==> src/hdl/bcd_pkg.sv <==
// package: offsets, field layouts, reset values and types of the bcd datapath
package bcd_pkg;
	// register byte offsets on the axi4-lite bus
	localparam logic [7:0] OFS_CMD    = 8'h00;
	localparam logic [7:0] OFS_SRC    = 8'h04;
	localparam logic [7:0] OFS_ACC_LO = 8'h08;
	localparam logic [7:0] OFS_ACC_HI = 8'h0c;
	localparam logic [7:0] OFS_DEST   = 8'h10;
	localparam logic [7:0] OFS_FLAGS  = 8'h14;
	// command fields
	localparam int CMD_OP_BIT  = 0;
	localparam int CMD_SEL_BIT = 1;
	// flag fields
	localparam int FLG_MINOR_BIT = 4;
	localparam int FLG_BUSY_BIT  = 5;
	// reset values
	localparam logic [15:0] RST_WORD = 16'h0000;
	// conversion limits
	localparam logic [31:0] BIN_MAX   = 32'h0000_7fff;
	localparam logic [3:0]  DIGIT_MAX = 4'h9;
	localparam logic [15:0] BCD4_MAX  = 16'h270f;
	// axi responses
	localparam logic [1:0] RESP_OKAY   = 2'b00;
	localparam logic [1:0] RESP_SLVERR = 2'b10;

	typedef enum logic [1:0] {
		BCD_ST_IDLE = 2'b00,
		BCD_ST_EXEC = 2'b01
	} bcd_state_e;

	typedef enum logic {
		BCD_OP_CONVERT = 1'b0,
		BCD_OP_DECODE  = 1'b1
	} bcd_op_e;

	// arithmetic status bits, high bit first
	typedef struct packed {
		logic minor;
		logic sign;
		logic zero;
		logic ovf;
		logic carry;
	} bcd_flags_s;
endpackage

==> src/hdl/bcd_datapath.sv <==
// bcd-to-integer conversion and nibble decode datapath, axi4-lite slave
//
// Behaviour
// - convert op reads source as bcd digits, writes binary integer to dest
// - convert source is data word or both accumulator words; dest is the destination word
// - overflow set on any non-bcd digit or value above 32767, else cleared
// - every conversion overflow also sets the sticky minor-error flag
// - zero flag set when a conversion leaves destination zero, cleared by any other conversion
// - values above 9999 convert only from the accumulator, high word leads
// - accumulator high word always enters as leading digits
// - decode op turns on exactly one bit of the 16-bit destination
// - decoded bit position equals low four bits of the selected word (data word or accumulator low word)
// - accumulator holds a five-digit bcd value across its two words
`timescale 1ns/1ns
module bcd_datapath (
	input  wire logic        aclk,
	input  wire logic        aresetn,
	input  wire logic [7:0]  s_axi_awaddr,
	input  wire logic        s_axi_awvalid,
	output logic             s_axi_awready,
	input  wire logic [31:0] s_axi_wdata,
	input  wire logic [3:0]  s_axi_wstrb,
	input  wire logic        s_axi_wvalid,
	output logic             s_axi_wready,
	output logic [1:0]       s_axi_bresp,
	output logic             s_axi_bvalid,
	input  wire logic        s_axi_bready,
	input  wire logic [7:0]  s_axi_araddr,
	input  wire logic        s_axi_arvalid,
	output logic             s_axi_arready,
	output logic [31:0]      s_axi_rdata,
	output logic [1:0]       s_axi_rresp,
	output logic             s_axi_rvalid,
	input  wire logic        s_axi_rready
);
	bcd_pkg::bcd_state_e state_r;
	bcd_pkg::bcd_op_e    op_r;
	bcd_pkg::bcd_flags_s flags_r;
	logic        sel_acc_r;
	logic [15:0] src_r;
	logic [15:0] acc_lo_r;
	logic [15:0] acc_hi_r;
	logic [15:0] dest_r;
	logic [7:0]  awaddr_r;
	logic        aw_full_r;
	logic [31:0] wdata_r;
	logic [3:0]  wstrb_r;
	logic        w_full_r;
	logic        bvalid_r;
	logic [1:0]  bresp_r;
	logic        rvalid_r;
	logic [1:0]  rresp_r;
	logic [31:0] rdata_r;
	logic        wr_go;
	logic        cmd_go;
	logic        exec;
	logic        minor_clr;
	logic [31:0] cvt_src;
	logic [31:0] cvt_val;
	logic [3:0]  nib;
	logic        cvt_bad;
	logic        cvt_ovf;
	logic [15:0] dec_val;
	logic [15:0] wr_word;

	// write channel: address and data taken in either order
	assign s_axi_awready = !aw_full_r && !bvalid_r;
	assign s_axi_wready  = !w_full_r && !bvalid_r;
	assign s_axi_bvalid  = bvalid_r;
	assign s_axi_bresp   = bresp_r;
	assign wr_go  = aw_full_r && w_full_r;
	assign cmd_go = wr_go && awaddr_r == bcd_pkg::OFS_CMD
		&& state_r == bcd_pkg::BCD_ST_IDLE;
	assign minor_clr = wr_go && awaddr_r == bcd_pkg::OFS_FLAGS
		&& wstrb_r[0] && wdata_r[bcd_pkg::FLG_MINOR_BIT];
	// only the low 16 bits hold data; upper lanes ignored
	assign wr_word = {wstrb_r[1] ? wdata_r[15:8] : 8'h00,
		wstrb_r[0] ? wdata_r[7:0] : 8'h00};

	always_ff @(posedge aclk) begin
		if (!aresetn) begin
			aw_full_r <= 1'b0;
			awaddr_r  <= 8'h00;
		end else if (s_axi_awvalid && s_axi_awready) begin
			aw_full_r <= 1'b1;
			awaddr_r  <= s_axi_awaddr;
		end else if (wr_go) begin
			aw_full_r <= 1'b0;
		end
	end

	always_ff @(posedge aclk) begin
		if (!aresetn) begin
			w_full_r <= 1'b0;
			wdata_r  <= 32'h0000_0000;
			wstrb_r  <= 4'h0;
		end else if (s_axi_wvalid && s_axi_wready) begin
			w_full_r <= 1'b1;
			wdata_r  <= s_axi_wdata;
			wstrb_r  <= s_axi_wstrb;
		end else if (wr_go) begin
			w_full_r <= 1'b0;
		end
	end

	// response follows both halves; unmapped or read-only address errors
	always_ff @(posedge aclk) begin
		if (!aresetn) begin
			bvalid_r <= 1'b0;
			bresp_r  <= bcd_pkg::RESP_OKAY;
		end else if (wr_go) begin
			bvalid_r <= 1'b1;
			case (awaddr_r)
				bcd_pkg::OFS_CMD, bcd_pkg::OFS_SRC, bcd_pkg::OFS_ACC_LO,
				bcd_pkg::OFS_ACC_HI, bcd_pkg::OFS_FLAGS:
					bresp_r <= bcd_pkg::RESP_OKAY;
				default:
					bresp_r <= bcd_pkg::RESP_SLVERR;
			endcase
		end else if (s_axi_bready) begin
			bvalid_r <= 1'b0;
		end
	end

	// operand words; accumulator spans two words for five digits
	always_ff @(posedge aclk) begin
		if (!aresetn) begin
			src_r    <= bcd_pkg::RST_WORD;
			acc_lo_r <= bcd_pkg::RST_WORD;
			acc_hi_r <= bcd_pkg::RST_WORD;
		end else if (wr_go) begin
			case (awaddr_r)
				bcd_pkg::OFS_SRC:    src_r    <= wr_word;
				bcd_pkg::OFS_ACC_LO: acc_lo_r <= wr_word;
				bcd_pkg::OFS_ACC_HI: acc_hi_r <= wr_word;
				default:             src_r    <= src_r;
			endcase
		end
	end

	// command latch: commands while busy are dropped
	always_ff @(posedge aclk) begin
		if (!aresetn) begin
			op_r      <= bcd_pkg::BCD_OP_CONVERT;
			sel_acc_r <= 1'b0;
		end else if (cmd_go) begin
			op_r      <= bcd_pkg::bcd_op_e'(wdata_r[bcd_pkg::CMD_OP_BIT]);
			sel_acc_r <= wdata_r[bcd_pkg::CMD_SEL_BIT];
		end
	end

	// sequencer: one cycle to execute after the command lands
	always_ff @(posedge aclk) begin
		if (!aresetn) begin
			state_r <= bcd_pkg::BCD_ST_IDLE;
		end else begin
			case (state_r)
				bcd_pkg::BCD_ST_IDLE:
					if (cmd_go) state_r <= bcd_pkg::BCD_ST_EXEC;
				bcd_pkg::BCD_ST_EXEC:
					state_r <= bcd_pkg::BCD_ST_IDLE;
				default:
					state_r <= bcd_pkg::BCD_ST_IDLE;
			endcase
		end
	end
	assign exec = state_r == bcd_pkg::BCD_ST_EXEC;

	// source pick; high word joins only from the accumulator
	assign cvt_src = sel_acc_r ? {acc_hi_r, acc_lo_r}
		: {16'h0000, src_r};

	// digit walk, most significant first; stale high digits count too
	always_comb begin
		cvt_bad = 1'b0;
		cvt_val = 32'h0000_0000;
		nib     = 4'h0;
		for (int i = 7; i >= 0; i--) begin
			nib = cvt_src[i*4 +: 4];
			if (nib > bcd_pkg::DIGIT_MAX)
				cvt_bad = 1'b1;
			cvt_val = 32'(cvt_val * 32'd10) + {28'h000_0000, nib};
		end
	end
	// eight digits fit 32 bits, so the range test cannot wrap
	assign cvt_ovf = cvt_bad || cvt_val > bcd_pkg::BIN_MAX;

	// one-hot from the low nibble of the selected word
	assign dec_val = 16'h0001 << cvt_src[3:0];

	// destination word
	always_ff @(posedge aclk) begin
		if (!aresetn) begin
			dest_r <= bcd_pkg::RST_WORD;
		end else if (exec) begin
			if (op_r == bcd_pkg::BCD_OP_DECODE)
				dest_r <= dec_val;
			else
				dest_r <= cvt_val[15:0];
		end
	end

	// status flags; decode leaves them alone
	always_ff @(posedge aclk) begin
		if (!aresetn) begin
			flags_r <= '0;
		end else begin
			if (exec && op_r == bcd_pkg::BCD_OP_CONVERT) begin
				flags_r.carry <= 1'b0;
				flags_r.sign  <= 1'b0;
				flags_r.ovf   <= cvt_ovf;
				flags_r.zero  <= cvt_val[15:0] == 16'h0000;
			end
			// set beats a clear in the same cycle
			flags_r.minor <= (flags_r.minor && !minor_clr)
				|| (exec && op_r == bcd_pkg::BCD_OP_CONVERT
				&& cvt_ovf);
		end
	end

	// read channel: one outstanding read
	assign s_axi_arready = !rvalid_r;
	assign s_axi_rvalid  = rvalid_r;
	assign s_axi_rdata   = rdata_r;
	assign s_axi_rresp   = rresp_r;

	always_ff @(posedge aclk) begin
		if (!aresetn) begin
			rvalid_r <= 1'b0;
			rdata_r  <= 32'h0000_0000;
			rresp_r  <= bcd_pkg::RESP_OKAY;
		end else if (s_axi_arvalid && s_axi_arready) begin
			rvalid_r <= 1'b1;
			rresp_r  <= bcd_pkg::RESP_OKAY;
			case (s_axi_araddr)
				bcd_pkg::OFS_CMD: rdata_r <= {30'h0000_0000,
					sel_acc_r, op_r};
				bcd_pkg::OFS_SRC:    rdata_r <= {16'h0000, src_r};
				bcd_pkg::OFS_ACC_LO: rdata_r <= {16'h0000, acc_lo_r};
				bcd_pkg::OFS_ACC_HI: rdata_r <= {16'h0000, acc_hi_r};
				bcd_pkg::OFS_DEST:   rdata_r <= {16'h0000, dest_r};
				bcd_pkg::OFS_FLAGS:  rdata_r <= {26'h000_0000, exec,
					flags_r};
				default: begin
					rdata_r <= 32'h0000_0000;
					rresp_r <= bcd_pkg::RESP_SLVERR;
				end
			endcase
		end else if (s_axi_rready) begin
			rvalid_r <= 1'b0;
		end
	end
endmodule

==> config.mk <==
export PLATFORM = sky130hd
export DESIGN_NAME = bcd_datapath
export DESIGN_NICKNAME = d
export VERILOG_FILES = /design/src/hdl/bcd_pkg.sv /design/src/hdl/bcd_datapath.sv
export SDC_FILE = /design/constraint.sdc
export NUM_CORES = 1
export LEC_CHECK = 0
export BUFFER_PORTS_ARGS = -buffer_cell sky130_fd_sc_hd__buf_4
export CAP_MARGIN = 20
export CORE_ASPECT_RATIO = 1.25
export CORE_UTILIZATION = 55
export DETAILED_ROUTE_END_ITERATION = 7
export PLACE_DENSITY = 0.73
export SYNTH_ARGS = -nofsm -noshare
export SYNTH_HDL_FRONTEND = slang
export SYNTH_SLANG_ARGS = --single-unit
export TNS_END_PERCENT = 50
==> constraint.sdc <==
create_clock -name aclk -period 23.1 [get_ports aclk]
set_clock_uncertainty 0.1 [all_clocks]
set_input_delay 2.31 -clock aclk [delete_from_list [all_inputs] [get_ports aclk]]
set_output_delay 2.31 -clock aclk [all_outputs]
set_load 0.05 [all_outputs]
==> summary.md <==
* **combined flip-flop and latch cell area** 0.00236 mm2
* **drt pass-1 iters** 6
* **floorplan die area** 0.0290 mm2
* **number of buffers inserted for hold repair after clock tree synthesis** 0
* **floorplan core area** 0.0277 mm2
* **run status** completed
* **register bit count reported by yosys** 118
* **average instance area after synthesis** 7.62 um2
* **kind of critical path** reg2reg
* **accumulated negative setup slack** 0 ns
* **initial antenna violation count** 0
* **number of warnings printed during yosys synthesis** 0
* **post-CTS setup-driven buffer insertion count** 0
* **master of the slowest instance on the critical path** sky130_fd_sc_hd__a211oi_1
* **arrival time reported for the critical path endpoint** 16.70 ns
* **clock root cell** sky130_fd_sc_hd__clkbuf_16
* **last weighted congestion value of the routability-driven placer** 0.888
* **starting density of the core** 56.1%
* **io pins** 100
* **Flop pwr share** 30.0%
* **Layout Area Growth over Synthesis** 7.94%
* **normalized max-slew margin** 27.2%
* **ratio of cells with drive above 1 in the final layout** 7.90%
* **instance area after placement** 0.0162 mm2
* **combinational cell fraction of total power** 32.4%
* **minimum clock period** 16.55 ns
* **Num Clock Sinks** 118
* **Site Rows** 68
* **diode count** 0
* **part of the cycle the worst path needs** 71.7%
* **routed via count** 14500
* **total congestion overflow after global routing** 0
* **cell-internal power** 0.467 mW
* **CTS resizes** 0
* **switching portion of total power** 33.8%
* **switching pwr** 0.238 mW
* **top fanout value on the critical path** 38
* **setup repair after global routing missed its margin** false
* **pin slew with the least headroom to its limit** 1.09 ns
* **total count of hold-check failures in the final report** 0
* **worst vdd rail ir drop** 0.0666 mV
* **Setup WS pre-CTS** 6.61 ns
* **largest net degree at the start of global routing** 106
* **most used cells in the layout excluding fill and tap cells** 237 x sky130_fd_sc_hd__nor2_1, 237 x sky130_fd_sc_hd__ha_1, 203 x sky130_fd_sc_hd__a21oi_1
* **buffer levels on the longest clock path** 2
* **crit path launch type** flip-flop
* **upper clock frequency limit** 0.0604 GHz
* **half-perimeter wire length after detailed placement** 29.5 mm
* **dominant register cell in the synthesized netlist** sky130_fd_sc_hd__dfxtp_1
* **post-route antenna net violation count** 0
* **residual DRC count** 0
* **Die Span Y** 190 um
* **Worst-Skew Late Latency** 0.41 ns
* **post-layout net count** 2374
* **asr flop ratio synth** 0%
* **minimum setup slack in the final design** 6.55 ns
* **combined global-route utilization of all metal layers** 24.9%
* **final wirelength** 36.5 mm
* **Crit path largest cell delay** 0.49 ns
* **max-capacitance violation count** 0
* **min-delay worst type** reg2reg
* **P per Cell Area** 42.0 mW/mm2
* **H-Tree Depth** 4
* **Clk pwr share** 37.6%
* **clock-pin slew reported for the worst setup and hold paths after clock tree synthesis** 0.06 ns
* **WHS** 0.354 ns
* **average detailed-routed wire length per instance** 15.0 um
* **die span in x** 152 um
* **Filler Cell Count** 2510
* **endpoint type of the worst setup path** flip-flop
* **Iteration-0 DRC Markers** 825
* **number of buffers added by the clock tree synthesis step** 17
* **proportion of synthesized chip area in sequential cells** 15.2%
* **vias in the first global route** 13700
* **max-slew violation total from the final report** 0
* **EDFF count, synth** 0
* **area of the mapped netlist** 0.0156 mm2
* **drt via density** 5.97
* **cell seen most often among critical-path stages** sky130_fd_sc_hd__ha_1
* **footprint of the multi-input gates** 0.0124 mm2
* **number of cells produced by synthesis** 2040
* **Final Instance Area** 0.0168 mm2
* **static power due to leakage** 7.58 nW
* **required arrival time at the worst endpoint** 23.24 ns
* **Cell variety after synth** 105
* **port buffer count** 63
* **number of setup violations in the final report** 0
* **global-route wire length before repair** 61.6 mm
* **CTS tree** yes
## cell families (layout without fill, tap and decap cells)
logic type                 Yosys count  after routing  synth area share [%]
muxes                               31             31                  2.18
and+or+nand+nor                    722            722                  23.1
adders and majority gates          251            251                  20.9
AOI/OAI and AO/OA                  523            523                  21.9
other                                1             23                0.0241
DFF                                118            118                  15.2
buffers and inverters              193            208                  5.37
xor gates and xnor gates           201            201                  11.4
## metrics by stage
stage	total power [mW]	instances	utilization (%)
after CTS	0.705	2426	60.4
after global placement	0.435	2393	58.2
after global routing	0.742	2427	60.5
after detailed placement	0.442	2394	58.3
final	0.705	2427	60.5
after floorplan	0.400	2062	-
## critical path: cells and delay by family (launching register included)
| kind | cells | cell delay (ns) |
|---|---|---|
| flops | 1 | 0.31 |
| buf+inv | 4 | 0.57 |
| compound gates | 13 | 2.91 |
| simple gates | 21 | 4.88 |
| mux | 1 | 0.36 |
| fa+ha+maj | 14 | 4.29 |
| xor+xnor | 12 | 2.91 |
## sequential cells by signal, summed over array words and instances (netlist names)
signal	flops
state_r	1
acc_lo_r	16
flags_r	3
src_r	16
awaddr_r	8
s_axi_rvalid	1
s_axi_rdata	16
dest_r	16
w_full_r	1
wstrb_r	2
acc_hi_r	16
s_axi_bresp	1
aw_full_r	1
s_axi_bvalid	1
sel_acc_r	1
wdata_r	16
op_r	1
s_axi_rresp	1
## power groups by stage
| stage | clock, mW | sequential, mW | combinational, mW |
|---|---|---|---|
| 2_1_floorplan | 0 | 0.216 | 0.184 |
| 3_3_place_gp | 0 | 0.216 | 0.220 |
| 3_5_place_dp | 0 | 0.216 | 0.226 |
| 4_1_cts | 0.266 | 0.211 | 0.228 |
| 5_1_grt | 0.275 | 0.212 | 0.254 |
| 6_report | 0.265 | 0.211 | 0.228 |
## synth_stat cells, types with 49 or more instances
cell                         n  area (um2)
sky130_fd_sc_hd__ha_1      237        2970
sky130_fd_sc_hd__nor2_1    237         890
sky130_fd_sc_hd__a21oi_1   203        1020
sky130_fd_sc_hd__nand2_1   156         586
sky130_fd_sc_hd__dfxtp_1   118        2360
sky130_fd_sc_hd__xnor2_1   117        1020
sky130_fd_sc_hd__inv_1     106         398
sky130_fd_sc_hd__xor2_1     83         727
sky130_fd_sc_hd__o21ai_0    72         360
sky130_fd_sc_hd__nor3_1     59         295
sky130_fd_sc_hd__clkbuf_1   55         206
sky130_fd_sc_hd__nand3_1    49         245
## area by class of cell
type                            instances  share of cell area, %
Inverter                              107                   2.40
Clock buffer                           20                   2.72
Sequential cell                       118                   14.1
Tap cell                              350                   2.61
Timing Repair Buffer                   69                   3.25
Multi-Input combinational cell       1751                   74.1
Clock inverter                         12                  0.865
## path summary, 6_finish.rpt
kind / startpoint / endpoint / slack [ns] / cells past startpoint
worst max-delay path: sel_acc_r$_SDFFE_PN0P_ / flags_r[1]$_SDFFE_PN0P_ / 6.55 / 65
worst min-delay path: wdata_r[15]$_SDFFE_PN0P_ / wdata_r[15]$_SDFFE_PN0P_ / 0.35 / 2
worst max register to register: sel_acc_r$_SDFFE_PN0P_ / flags_r[1]$_SDFFE_PN0P_ / 6.55 / 65
worst min register to register: wdata_r[15]$_SDFFE_PN0P_ / wdata_r[15]$_SDFFE_PN0P_ / 0.35 / 2
## metal layers
metal,global-route usage [%],share of wire [%],routed length [um]
met1,28.5,42,15500
met2,47.8,51,18800
met3,2.10,3.0,1100
met4,9.67,3.1,1130
met5,0,0,0
Note: power is estimated with default switching activity, not from simulation.
